--- config.mk ---
export PLATFORM = sky130hd
export DESIGN_NAME = t4f_flags_regs
export DESIGN_NICKNAME = d
export VERILOG_FILES = /design/src/rtl/t4f_pkg.sv /design/src/rtl/t4f_cmp_unit.sv /design/src/rtl/t4f_flags_regs.sv
export SDC_FILE = /design/constraint.sdc
export NUM_CORES = 1
export LEC_CHECK = 0
export BUFFER_PORTS_ARGS = -buffer_cell sky130_fd_sc_hd__buf_2
export CORE_AREA = 2 2 162 164
export DETAILED_ROUTE_END_ITERATION = 8
export DIE_AREA = 0 0 164 166
export PLACE_DENSITY = 0.39
export SLEW_MARGIN = 15
export SYNTH_ARGS = -nofsm -noshare
export SYNTH_HDL_FRONTEND = slang
export SYNTH_SLANG_ARGS = --single-unit
export TNS_END_PERCENT = 20
--- constraint.sdc ---
create_clock -name core_clk -period 3.85 [get_ports core_clk]
set_input_delay 0.5775 -clock core_clk [delete_from_list [all_inputs] [get_ports core_clk]]
set_output_delay 0.5775 -clock core_clk [all_outputs]
set_load 0.005 [all_outputs]
--- src/rtl/t4f_pkg.sv ---
// Purpose: Shared constants for the timer 4 flag, enable and value register block
// Assumes: Word-addressed register bus, one 8-bit register per word index
// Notes:   Register indices equal the byte offsets of the 8-bit register map
package t4f_pkg;

  // ----------------------------------------------------------------
  // Register indices
  // ----------------------------------------------------------------
  localparam logic [7:0] IDX_FLAGS    = 8'h39;
  localparam logic [7:0] IDX_ENABLES  = 8'h72;
  localparam logic [7:0] IDX_CAP_HIGH = 8'ha7;
  localparam logic [7:0] IDX_CNT_LOW  = 8'h80;
  localparam logic [7:0] IDX_CNT_HIGH = 8'h81;
  localparam logic [7:0] IDX_CMP_LOW  = 8'h82;
  localparam logic [7:0] IDX_CMP_STEP = 8'h02;
  localparam logic [7:0] IDX_CAP_LOW  = 8'h88;
  localparam logic [7:0] IDX_CTRL     = 8'h89;
  localparam logic [7:0] IDX_FORCE    = 8'h8a;

  // ----------------------------------------------------------------
  // Field positions and masks
  // ----------------------------------------------------------------
  localparam int unsigned BIT_OVF      = 0;
  localparam int unsigned BIT_MATCH_A  = 1;
  localparam int unsigned BIT_CAP      = 5;
  localparam logic [7:0]  ENABLES_MASK = 8'h2f;
  localparam int unsigned CTRL_RUN_BIT = 4;
  localparam logic [7:0]  CTRL_MASK    = 8'h1f;

  // ----------------------------------------------------------------
  // Reset values and counter limits
  // ----------------------------------------------------------------
  localparam logic [7:0]  REG_RESET = 8'h00;
  localparam logic [15:0] CNT_RESET = 16'h0000;
  localparam logic [15:0] CNT_MAX   = 16'hffff;
  localparam logic [15:0] CAP_RESET = 16'h0000;

  // ----------------------------------------------------------------
  // Waveform mode codes
  // ----------------------------------------------------------------
  localparam logic [3:0] MODE_NORMAL  = 4'h0;
  localparam logic [3:0] MODE_CTC_A   = 4'h4;
  localparam logic [3:0] MODE_CTC_CAP = 4'hc;

  typedef enum logic {T4F_BUS_IDLE, T4F_BUS_ANSWER} t4f_bus_t;

endpackage

--- src/rtl/t4f_cmp_unit.sv ---
// Purpose: One compare channel: 16-bit compare value and its match detector
// Assumes: tick is high in each cycle in which the counter advances
// Notes:   match is combinational; the flag register downstream adds the delay
module t4f_cmp_unit
  import t4f_pkg::*;
#(
  parameter int unsigned W = 16
) (
  input  wire logic         core_clk,
  input  wire logic         rst_n,
  input  wire logic         wr_en,
  input  wire logic [W-1:0] wr_value,
  input  wire logic [W-1:0] count,
  input  wire logic         tick,
  input  wire logic         block,
  output logic      [W-1:0] cmp_q,
  output logic              match
);

  // ----------------------------------------------------------------
  // Compare value
  // ----------------------------------------------------------------
  always_ff @(posedge core_clk or negedge rst_n) begin
    if (!rst_n) begin
      cmp_q <= '0;
    end else if (wr_en) begin
      cmp_q <= wr_value;
    end
  end

  // ----------------------------------------------------------------
  // Match detect
  // ----------------------------------------------------------------
  // Compared on every timer clock, blocked after a counter write
  assign match = tick & ~block & (count == cmp_q);

endmodule

--- src/rtl/t4f_flags_regs.sv ---
// Purpose: Timer 4 event flags, event enables, counter, compare and capture registers
// Assumes: Avalon-MM slave, word addressed, one 8-bit register in the low byte of a word
// Notes:   One wait state per access; waitrequest is high whenever no answer is due
//
// Overview of operation
// - Each compare value is compared with the running counter and a match can raise a request.
// - All 16-bit values pass through one shared high-byte holding latch so both bytes move at once.
// - The capture value is never loaded from the counter and always holds zero.
// - Reserved bits of the flag and enable registers read zero and ignore writes.
// - The capture enable and capture flag at bit 5 do nothing because there is no capture input.
// - A channel match request is raised only with its enable, the global flag and its match flag set.
// - The overflow request is raised only with its enable, the global flag and the overflow flag set.
// - A match flag is set in the timer clock cycle after the counter equals the compare value.
// - A force strobe never sets a match flag.
// - A match flag clears when its interrupt vector is executed.
// - Writing one to a flag clears it and writing zero leaves it alone.
// - The overflow flag sets when the counter wraps in normal and clear-on-match modes.
// - The overflow flag clears when its interrupt vector is executed.
// - A counter write blocks compare matches on all channels for the next timer clock.
// - A force strobe acts only in non-PWM modes, raises no request and never clears the counter.
module t4f_flags_regs
  import t4f_pkg::*;
#(
  parameter int unsigned CW = 16,
  parameter int unsigned NCH = 3
) (
  input  wire logic          core_clk,
  input  wire logic          rst_n,
  input  wire logic [7:0]    avs_address,
  input  wire logic          avs_read,
  input  wire logic          avs_write,
  input  wire logic [31:0]   avs_writedata,
  input  wire logic [3:0]    avs_byteenable,
  output logic      [31:0]   avs_readdata,
  output logic               avs_waitrequest,
  input  wire logic          global_irq_enable,
  input  wire logic [NCH:0]  vector_ack,
  output logic      [NCH:0]  irq_request,
  output logic      [NCH-1:0] force_event
);

  // ----------------------------------------------------------------
  // Declarations
  // ----------------------------------------------------------------
  t4f_bus_t          bus_q;
  logic [31:0]       rdata_q;
  logic [7:0]        rd_val;
  logic              acc;
  logic              rd_take;
  logic              do_wr;
  logic [7:0]        wbyte;
  logic [7:0]        temp_q;
  logic [7:0]        enables_q;
  logic [NCH:0]      flags_q;
  logic [NCH:0]      flags_d;
  logic [NCH:0]      events;
  logic [NCH:0]      clr_w;
  logic [7:0]        ctrl_q;
  logic [3:0]        mode;
  logic              run;
  logic              non_pwm;
  logic [CW-1:0]     count_q;
  logic [CW-1:0]     top;
  logic              cnt_wr;
  logic              tick;
  logic              block_q;
  logic              ovf_ev;
  logic [CW-1:0]     cmp_val [NCH];
  logic [NCH-1:0]    match;
  logic [NCH-1:0]    force_q;
  logic [CW-1:0]     capture;

  // ----------------------------------------------------------------
  // Bus handshake
  // ----------------------------------------------------------------
  // A request waits one cycle; writes take effect at the answer edge, reads at the waiting edge
  always_ff @(posedge core_clk or negedge rst_n) begin
    if (!rst_n) begin
      bus_q <= T4F_BUS_IDLE;
    end else begin
      case (bus_q)
        T4F_BUS_IDLE: begin
          if (avs_read || avs_write) begin
            bus_q <= T4F_BUS_ANSWER;
          end
        end
        T4F_BUS_ANSWER: begin
          bus_q <= T4F_BUS_IDLE;
        end
        default: begin
          bus_q <= T4F_BUS_IDLE;
        end
      endcase
    end
  end

  assign avs_waitrequest = (bus_q != T4F_BUS_ANSWER);
  assign acc             = (bus_q == T4F_BUS_ANSWER);
  // Both bytes of a 16-bit read are taken at one edge, so a running count reads whole
  assign rd_take         = ~acc & avs_read;
  assign do_wr           = acc & avs_write & avs_byteenable[0];
  assign wbyte           = avs_writedata[7:0];

  // Read data is caught while waitrequest is high and held through the answer
  always_ff @(posedge core_clk or negedge rst_n) begin
    if (!rst_n) begin
      rdata_q <= '0;
    end else if (rd_take) begin
      rdata_q <= {24'h000000, rd_val};
    end
  end

  assign avs_readdata = rdata_q;

  // ----------------------------------------------------------------
  // Read mux
  // ----------------------------------------------------------------
  always_comb begin
    rd_val = 8'h00;
    if (avs_address == IDX_FLAGS) begin
      // Capture flag and reserved bits are not stored and read zero
      rd_val = {4'h0, flags_q};
    end else if (avs_address == IDX_ENABLES) begin
      rd_val = enables_q & ENABLES_MASK;
    end else if (avs_address == IDX_CNT_LOW) begin
      rd_val = count_q[7:0];
    end else if (avs_address == IDX_CAP_LOW) begin
      rd_val = capture[7:0];
    end else if (avs_address == IDX_CNT_HIGH || avs_address == IDX_CAP_HIGH) begin
      rd_val = temp_q;
    end else if (avs_address == IDX_CTRL) begin
      rd_val = ctrl_q;
    end else begin
      for (int i = 0; i < NCH; i++) begin
        if (avs_address == 8'(IDX_CMP_LOW + IDX_CMP_STEP * i)) begin
          rd_val = cmp_val[i][7:0];
        end else if (avs_address == 8'(IDX_CMP_LOW + IDX_CMP_STEP * i + 1)) begin
          rd_val = temp_q;
        end
      end
    end
  end

  // ----------------------------------------------------------------
  // Shared high-byte latch
  // ----------------------------------------------------------------
  // Low-byte reads park the high byte here; high-byte writes stage it
  always_ff @(posedge core_clk or negedge rst_n) begin
    if (!rst_n) begin
      temp_q <= REG_RESET;
    end else if (rd_take && avs_address == IDX_CNT_LOW) begin
      temp_q <= count_q[15:8];
    end else if (rd_take && avs_address == IDX_CAP_LOW) begin
      temp_q <= capture[15:8];
    end else if (do_wr && avs_address == IDX_CNT_HIGH) begin
      temp_q <= wbyte;
    end else begin
      for (int i = 0; i < NCH; i++) begin
        if (rd_take && avs_address == 8'(IDX_CMP_LOW + IDX_CMP_STEP * i)) begin
          temp_q <= cmp_val[i][15:8];
        end else if (do_wr && avs_address == 8'(IDX_CMP_LOW + IDX_CMP_STEP * i + 1)) begin
          temp_q <= wbyte;
        end
      end
    end
  end

  // ----------------------------------------------------------------
  // Control and enables
  // ----------------------------------------------------------------
  always_ff @(posedge core_clk or negedge rst_n) begin
    if (!rst_n) begin
      ctrl_q <= REG_RESET;
    end else if (do_wr && avs_address == IDX_CTRL) begin
      ctrl_q <= wbyte & CTRL_MASK;
    end
  end

  always_ff @(posedge core_clk or negedge rst_n) begin
    if (!rst_n) begin
      enables_q <= REG_RESET;
    end else if (do_wr && avs_address == IDX_ENABLES) begin
      // Capture enable is stored but steers nothing
      enables_q <= wbyte & ENABLES_MASK;
    end
  end

  assign mode    = ctrl_q[3:0];
  assign run     = ctrl_q[CTRL_RUN_BIT];
  assign non_pwm = (mode == MODE_NORMAL) || (mode == MODE_CTC_A) || (mode == MODE_CTC_CAP);

  // ----------------------------------------------------------------
  // Counter
  // ----------------------------------------------------------------
  // Capture has no input pin, so its value is a constant
  assign capture = CAP_RESET;
  assign cnt_wr  = do_wr && (avs_address == IDX_CNT_LOW);
  // A counter write takes the place of that cycle's count step
  assign tick    = run & ~cnt_wr;

  always_comb begin
    top = CNT_MAX;
    if (mode == MODE_CTC_A) begin
      top = cmp_val[0];
    end else if (mode == MODE_CTC_CAP) begin
      top = capture;
    end
  end

  always_ff @(posedge core_clk or negedge rst_n) begin
    if (!rst_n) begin
      count_q <= CNT_RESET;
    end else if (cnt_wr) begin
      count_q <= {temp_q, wbyte};
    end else if (tick) begin
      if (count_q == top) begin
        count_q <= CNT_RESET;
      end else begin
        count_q <= count_q + 16'h0001;
      end
    end
  end

  // Wrap past the maximum in any mode; only normal and clear-on-match are defined
  assign ovf_ev = tick & (count_q == CNT_MAX);

  always_ff @(posedge core_clk or negedge rst_n) begin
    if (!rst_n) begin
      block_q <= 1'b0;
    end else if (cnt_wr) begin
      block_q <= 1'b1;
    end else if (tick) begin
      block_q <= 1'b0;
    end
  end

  // ----------------------------------------------------------------
  // Compare channels
  // ----------------------------------------------------------------
  for (genvar g = 0; g < NCH; g++) begin : g_ch
    logic cmp_wr;
    assign cmp_wr = do_wr && (avs_address == 8'(IDX_CMP_LOW + IDX_CMP_STEP * g));
    t4f_cmp_unit #(
      .W        (CW)
    ) u_cmp (
      .core_clk (core_clk),
      .rst_n    (rst_n),
      .wr_en    (cmp_wr),
      .wr_value ({temp_q, wbyte}),
      .count    (count_q),
      .tick     (tick),
      .block    (block_q),
      .cmp_q    (cmp_val[g]),
      .match    (match[g])
    );
  end

  // ----------------------------------------------------------------
  // Force strobes
  // ----------------------------------------------------------------
  // No pin is driven, so the strobe only shows on force_event
  always_ff @(posedge core_clk or negedge rst_n) begin
    if (!rst_n) begin
      force_q <= '0;
    end else if (do_wr && avs_address == IDX_FORCE && non_pwm) begin
      force_q <= wbyte[NCH-1:0];
    end else begin
      force_q <= '0;
    end
  end

  // Strobes feed neither flags nor the counter
  assign force_event = force_q;

  // ----------------------------------------------------------------
  // Flags
  // ----------------------------------------------------------------
  assign events = {match, ovf_ev};
  assign clr_w  = (do_wr && avs_address == IDX_FLAGS) ? wbyte[NCH:0] : '0;

  // Set wins over both write-one clear and vector acknowledge
  assign flags_d = events | (flags_q & ~clr_w & ~vector_ack);

  always_ff @(posedge core_clk or negedge rst_n) begin
    if (!rst_n) begin
      flags_q <= '0;
    end else begin
      flags_q <= flags_d;
    end
  end

  // ----------------------------------------------------------------
  // Interrupt requests
  // ----------------------------------------------------------------
  assign irq_request = flags_q & enables_q[NCH:0] & {(NCH+1){global_irq_enable}};

endmodule

Word level (Yosys, flattened, before mapping)
Index checks and enable logic that the tools add are counted.
{"block": "word_totals", "wordCells": 110, "regBits": 99, "in_bits": 53}
{"block": "classes", "n_eq_ne": 21, "mux": 32, "reduce_logical": 25, "bitwise": 19, "add_sub_neg": 1}
{"op": "2-to-1 mux 8 bit", "n": 21}
{"op": "equality test 8 bit, second input constant", "n": 12}
{"op": "2-to-1 mux 16 bit", "n": 5}
{"op": "equality test 16 bit", "n": 4}
{"op": "logical AND 1 bit", "n": 18}
{"op": "adder 16 x 1 -> 16 bit, second input constant", "n": 1}
{"op": "AND 4 bit", "n": 4}
{"op": "equality test 16 bit, second input constant", "n": 1}
{"op": "AND 1 bit", "n": 9}
{"op": "nonzero test 9 bit", "n": 1}
{"op": "equality test 8 x 6 -> 1 bit, second input constant", "n": 1}
{"op": "equality test 8 x 7 -> 1 bit, second input constant", "n": 1}
{"op": "NOT 4 bit", "n": 2}
{"op": "equality test 4 x 3 -> 1 bit, second input constant", "n": 1}
{"op": "equality test 4 bit, second input constant", "n": 1}
{"op": "zero test 4 bit", "n": 1}
{"op": "logical OR 1 bit", "n": 4}
{"op": "2-to-1 mux 4 bit", "n": 1}
{"op": "bitwise OR 4 bit", "n": 1}
{"op": "2-to-1 mux 1 bit", "n": 3}
{"op": "2-to-1 mux 3 bit", "n": 1}
{"op": "NOT 1 bit", "n": 3}
{"op": "case mux 1 bit (2 select lines)", "n": 1}
{"op": "nonzero test 2 bit", "n": 1}

Longest topological paths before layout
{"block": "logic_depth", "depth_word": 13, "ltp_mapped": 9, "depth_no_buf": 8}

Hierarchy
A second synthesis with hierarchy kept.
{"block": "hier_totals", "hier_cells": 680, "area_unflattened_um2": 6618.8}
{"module": "t4f_flags_regs", "area_each_um2": 4291.6, "instances": 1, "cells_per_inst": 512}
{"module": "t4f_cmp_unit", "area_each_um2": 775.7, "instances": 3, "cells_per_inst": 56}

Worst setup path before layout
No wires, ideal clock.
{"block": "synth_timing", "path_type": "in2reg", "startpoint": "input avs_address[4]", "endpoint": "register temp_q[4]", "n_path_buf": 2, "slack_ns": 1.347, "cell_stages": 7, "arrival_ns": 2.379, "required_ns": 3.725, "path_cell_list": "or4b_1 -> buf_2 -> nor4_4 -> a21boi_2 -> or3_1 -> buf_4 -> mux2_2"}
{"block": "synth_between", "elab_chain_cells": 10, "word_cells_on_any_way": 27, "classes_between": "eq/ne (9); mux (8); reduce/logical (10)"}
{"item": "start: declaration", "line_no": "t4f_flags_regs.sv:29", "source": "input wire logic [7:0] avs_address,"}
{"item": "equality test 8 bit", "line_no": "t4f_flags_regs.sv:159", "source": "if (rd_take && avs_address == 8'(IDX_CMP_LOW + IDX_CMP_STEP * i)) begin"}
{"item": "logical AND 1 bit", "line_no": "t4f_flags_regs.sv:159"}
{"item": "2-to-1 mux 8 bit", "line_no": "t4f_flags_regs.sv:159"}
{"item": "2-to-1 mux 8 bit", "line_no": "t4f_flags_regs.sv:161", "source": "end else if (do_wr && avs_address == 8'(IDX_CMP_LOW + IDX_CMP_STEP * i + 1)) begin"}
{"item": "2-to-1 mux 8 bit", "line_no": "t4f_flags_regs.sv:159"}
{"item": "2-to-1 mux 8 bit", "line_no": "t4f_flags_regs.sv:161"}
{"item": "2-to-1 mux 8 bit", "line_no": "t4f_flags_regs.sv:159"}
{"item": "2-to-1 mux 8 bit", "line_no": "t4f_flags_regs.sv:155", "source": "end else if (do_wr && avs_address == IDX_CNT_HIGH) begin"}
{"item": "2-to-1 mux 8 bit", "line_no": "t4f_flags_regs.sv:153", "source": "end else if (rd_take && avs_address == IDX_CAP_LOW) begin"}
{"item": "2-to-1 mux 8 bit", "line_no": "t4f_flags_regs.sv:151", "source": "end else if (rd_take && avs_address == IDX_CNT_LOW) begin"}
{"item": "end signal: assignment", "line_no": "t4f_flags_regs.sv:152", "source": "temp_q <= count_q[15:8];"}
{"item": "end signal: assignment", "line_no": "t4f_flags_regs.sv:154", "source": "temp_q <= capture[15:8];"}
{"item": "end signal: assignment", "line_no": "t4f_flags_regs.sv:156", "source": "temp_q <= wbyte;"}
{"item": "end: declaration", "line_no": "t4f_flags_regs.sv:52", "source": "logic [7:0] temp_q;"}
Parallel ways exist; a longest one is shown, timed or not.
A chain may end at the register's enable or synchronous reset.

Worst setup path in the final report
{"block": "layout_timing", "startpoint": "register ctrl_q[1]", "endpoint": "register count_q[13]"}
{"block": "layout_between", "elab_chain_cells": 7, "word_cells_on_any_way": 8, "classes_between": "eq/ne (3); mux (5)"}
{"item": "start: declaration", "line_no": "t4f_flags_regs.sv:58", "source": "logic [7:0] ctrl_q;"}
{"item": "start signal: assignment", "line_no": "t4f_flags_regs.sv:175", "source": "ctrl_q <= wbyte & CTRL_MASK;"}
{"item": "equality test 4 bit", "line_no": "t4f_flags_regs.sv:205", "source": "end else if (mode == MODE_CTC_CAP) begin"}
{"item": "2-to-1 mux 16 bit", "line_no": "t4f_flags_regs.sv:205"}
{"item": "2-to-1 mux 16 bit *", "line_no": "t4f_flags_regs.sv:203", "source": "if (mode == MODE_CTC_A) begin"}
{"item": "equality test 16 bit *", "line_no": "t4f_flags_regs.sv:216", "source": "if (count_q == top) begin"}
{"item": "2-to-1 mux 16 bit *", "line_no": "t4f_flags_regs.sv:216"}
{"item": "2-to-1 mux 16 bit *", "line_no": "t4f_flags_regs.sv:215", "source": "end else if (tick) begin"}
{"item": "2-to-1 mux 16 bit *", "line_no": "t4f_flags_regs.sv:213", "source": "end else if (cnt_wr) begin"}
{"item": "end signal: assignment", "line_no": "t4f_flags_regs.sv:214", "source": "count_q <= {temp_q, wbyte};"}
{"item": "end signal: assignment", "line_no": "t4f_flags_regs.sv:219", "source": "count_q <= count_q + 16'h0001;"}
{"item": "end: declaration", "line_no": "t4f_flags_regs.sv:62", "source": "logic [CW-1:0] count_q;"}
Every way passes the cells marked *; elsewhere a longest branch is shown, timed or not. The select of a mux whose other input is x is not followed.

==> out/metrics.yaml <==
floorplan:
  die_area_mm2: 0.0272
  io_pins: 93
  core_mm2: 0.0256
  die_y_um: 166
  dieWidth_um: 164
  rows: 59
  initial_core_util_pct: 24.6
synthesis:
  synth_seq_cells: 99
  synth-seq-area-share_pct: 39.3
  synthCells: 671
  synth_top_area_share_pct: 39.3
  netlist_area_mm2: 0.00630
  synthTopCellsByArea: "dfrtp_1 (39%), mux2_2 (12%), xnor2_1 (7.4%)"
  yosys.area.top_type: "dfrtp_1"
  syn_area_per_cell_um2: 9.38
  synth_edf_count: 0
  ys.flop_type: "dfrtp_1"
  synth_async_sr_flop_share_pct: 100
  yosys_warnings: 0
  synth.distinct_cells: 63
route:
  vias: 5177
  drt_wl_total_mm: 21.7
  viasPerCell: 5.04
  ant_nets: 0
  first_pass_iters: 7
  drc: 0
  first_iter_violations: 413
  wl_per_cell_um: 21.2
cts:
  cts_tree: "yes"
  clk_pin_slew_ns: 0.08
  ctsHtreeMaxLevel: 3
  postCtsHoldBufs: 0
  cts_resized: 0
  cts_setup_buffers: 0
  clockBufferDepth: 2
  cts.sinks: 99
  cts_made_buffers: 9
  cts_root_buf: "clkbuf_16"
  clk_latency_ns: 0.36
worst_setup_path:
  setup.worst_path.end: "count_q[13]$_DFFE_PN0P_"
  rr_endpoint: "count_q[13]$_DFFE_PN0P_"
  r2r_start: "ctrl_q[1]$_DFFE_PN0P_"
  r2r_setup_slack_ns: 0.80
  worstPathRequired_ns: 4.08
  worstPathArrival_ns: 3.27
  cp-start-kind: "flip-flop"
  path_max_fanout: 16
  r2r_cells: 7
  crit_type: "flip-flop to flip-flop"
  critPathLaunch: "ctrl_q[1]$_DFFE_PN0P_"
  worstSetupEndpointType: "flip-flop"
cells_and_area:
  layout_common_cells: "dfrtp_1 (99), mux2_2 (66), xnor2_1 (53), nand2_1 (47), o21ai_0 (43)"
  final_common_cell: "dfrtp_1"
  final_util_pct: 27.4
  fill_cells: 2758
  drive_gt1_share_pct: 20.4
  layout.nets: 741
  multi_input_comb_area_mm2: 0.00345
  seqCellArea_mm2: 0.00248
  antenna_cells: 0
  areaGrowthSynthToFinish_pct: 11.5
global_route:
  grt_pass1_vias: 5253
  overflow: 0
  grt_usage_pct: 16.3
  grt_pass1_wl_mm: 32.9
  grt_max_degree: 63
  grt_antenna_before_repair: 0
run_status:
  status: "completed"
sta:
  slew_headroom_pct: 38.8
  rsz0062_at_grt: "false"
  fin_tns_setup_ns: 0
  finalSetupViolations: 0
  skew_ns: 0.00860
  fmax_mhz: 328
  period_needed_ns: 3.05
  slew_violations: 0
  period_share_pct: 79.2
  hold_viol: 0
  worstMarginPinSlew_ns: 0.910
flow_run:
  maxCapViolCount: 0
pwr:
  peakVddDrop_mv: 0.237
  p_leak_nw: 2.94
  powerDensity_mw_per_mm2: 345
placement:
  portBuffers: 41
  routabilityCongestion: 0.841
  post-dp-hpwl_mm: 16.0
hold_path:
  hp-class: "input pin to async pin"
## final cells by class
class / count / share of cell area [%]
multi-input combinational: 501 / 49.2
clock buffer: 9 / 3.21
sequential: 99 / 35.3
tap: 335 / 5.97
inverter: 29 / 1.55
timing repair buffer: 47 / 3.60
clock inverter: 7 / 1.19
## Yosys cell counts (all sizes together) (2+ instances only)
| library cell | n |
|---|---|
| dfrtp | 99 |
| mux2 | 66 |
| xnor2 | 53 |
| nand2 | 49 |
| o21ai | 45 |
| buf | 39 |
| nor2 | 38 |
| a21oi | 32 |
| inv | 29 |
| clkbuf | 26 |
| nand4 | 20 |
| xor2 | 19 |
| nand3 | 18 |
| a22oi | 16 |
| and3 | 14 |
| nor4 | 14 |
| mux2i | 11 |
| nor3 | 11 |
| o211ai | 8 |
| or3 | 7 |
| o221ai | 6 |
| a31oi | 4 |
| nand2b | 4 |
| nor3b | 4 |
| o22ai | 4 |
| a32o | 3 |
| and2 | 3 |
| a21boi | 2 |
| a21o | 2 |
| nand3b | 2 |
| nor2b | 2 |
| o31ai | 2 |
## per-stage QoR
step	hold WS, ns	power [W]	std cells	cell area, um^2	setup slack, ns
floorplan	0.282	0.00131	694	6380	1.35
global placement	0.470	0.00146	1011	6710	0.841
detailed placement	0.475	0.00146	1011	6710	0.833
CTS	0.327	0.00244	1027	7020	0.798
global route	0.373	0.00252	1027	7020	0.516
finish	0.305	0.00242	1027	7020	0.802
## power by group
group          total (W)  internal (W)  switching (W)
Sequential       0.00117       0.00108      0.0000939
Clock           0.000975      0.000517       0.000458
Combinational   0.000276      0.000101       0.000175
## worst max-delay path: stages, from the launching register on
cell,delay [ns]
dfrtp_1,0.41
nor3b_2,0.69
o21ai_0,0.25
xor2_1,0.20
nor4_1,0.35
nand4_1,0.40
o21ai_1,0.45
o21ai_0,0.16
## sequential cells by signal, indices dropped and copies added (netlist names)
signal	cells
g_ch.u_cmp.cmp_q	48
count_q	16
avs_readdata	8
temp_q	8
ctrl_q	5
enables_q	5
flags_q	4
force_event	3
acc	1
block_q	1
## kinds of logic (layout without fill, tap and decap cells)
| kind of cell | count (synthesis) | in the layout | share of synthesized area, % |
|---|---|---|---|
| adder cells (fa/ha/maj) | 1 | 1 | 0.199 |
| other | 1 | 24 | 0.0596 |
| XOR/XNOR | 72 | 72 | 10.0 |
| buffers and inverters | 94 | 92 | 7.19 |
| AND/OR/NAND/NOR | 192 | 192 | 16.2 |
| flip-flops | 99 | 99 | 39.3 |
| AO/OA/AOI/OAI | 135 | 135 | 13.4 |
| multiplexers | 77 | 77 | 13.6 |
## layer usage
metal  up-vias  global-route usage [%]  wire [um]
li1       2375                       -          -
met3        41                    2.70       1180
met4         0                    8.31        971
met1      2574                    22.0       9760
met5         -                       0          0
met2       187                    25.1       9830
## worst min-delay path by stage
stage                                startpoint                          end  slack (ns)  cells after the start
floorplan                                 rst_n                acc$_DFF_PN0_        0.28                      0
global placement    avs_readdata[5]$_DFFE_PN0P_  avs_readdata[5]$_DFFE_PN0P_        0.47                      2
detailed placement  avs_readdata[5]$_DFFE_PN0P_  avs_readdata[5]$_DFFE_PN0P_        0.48                      2
CTS                                       rst_n  avs_readdata[5]$_DFFE_PN0P_        0.33                      1
global route                              rst_n  avs_readdata[5]$_DFFE_PN0P_        0.37                      1
finish                                    rst_n  avs_readdata[5]$_DFFE_PN0P_        0.30                      1
Note: power is estimated with default switching activity, not from simulation.
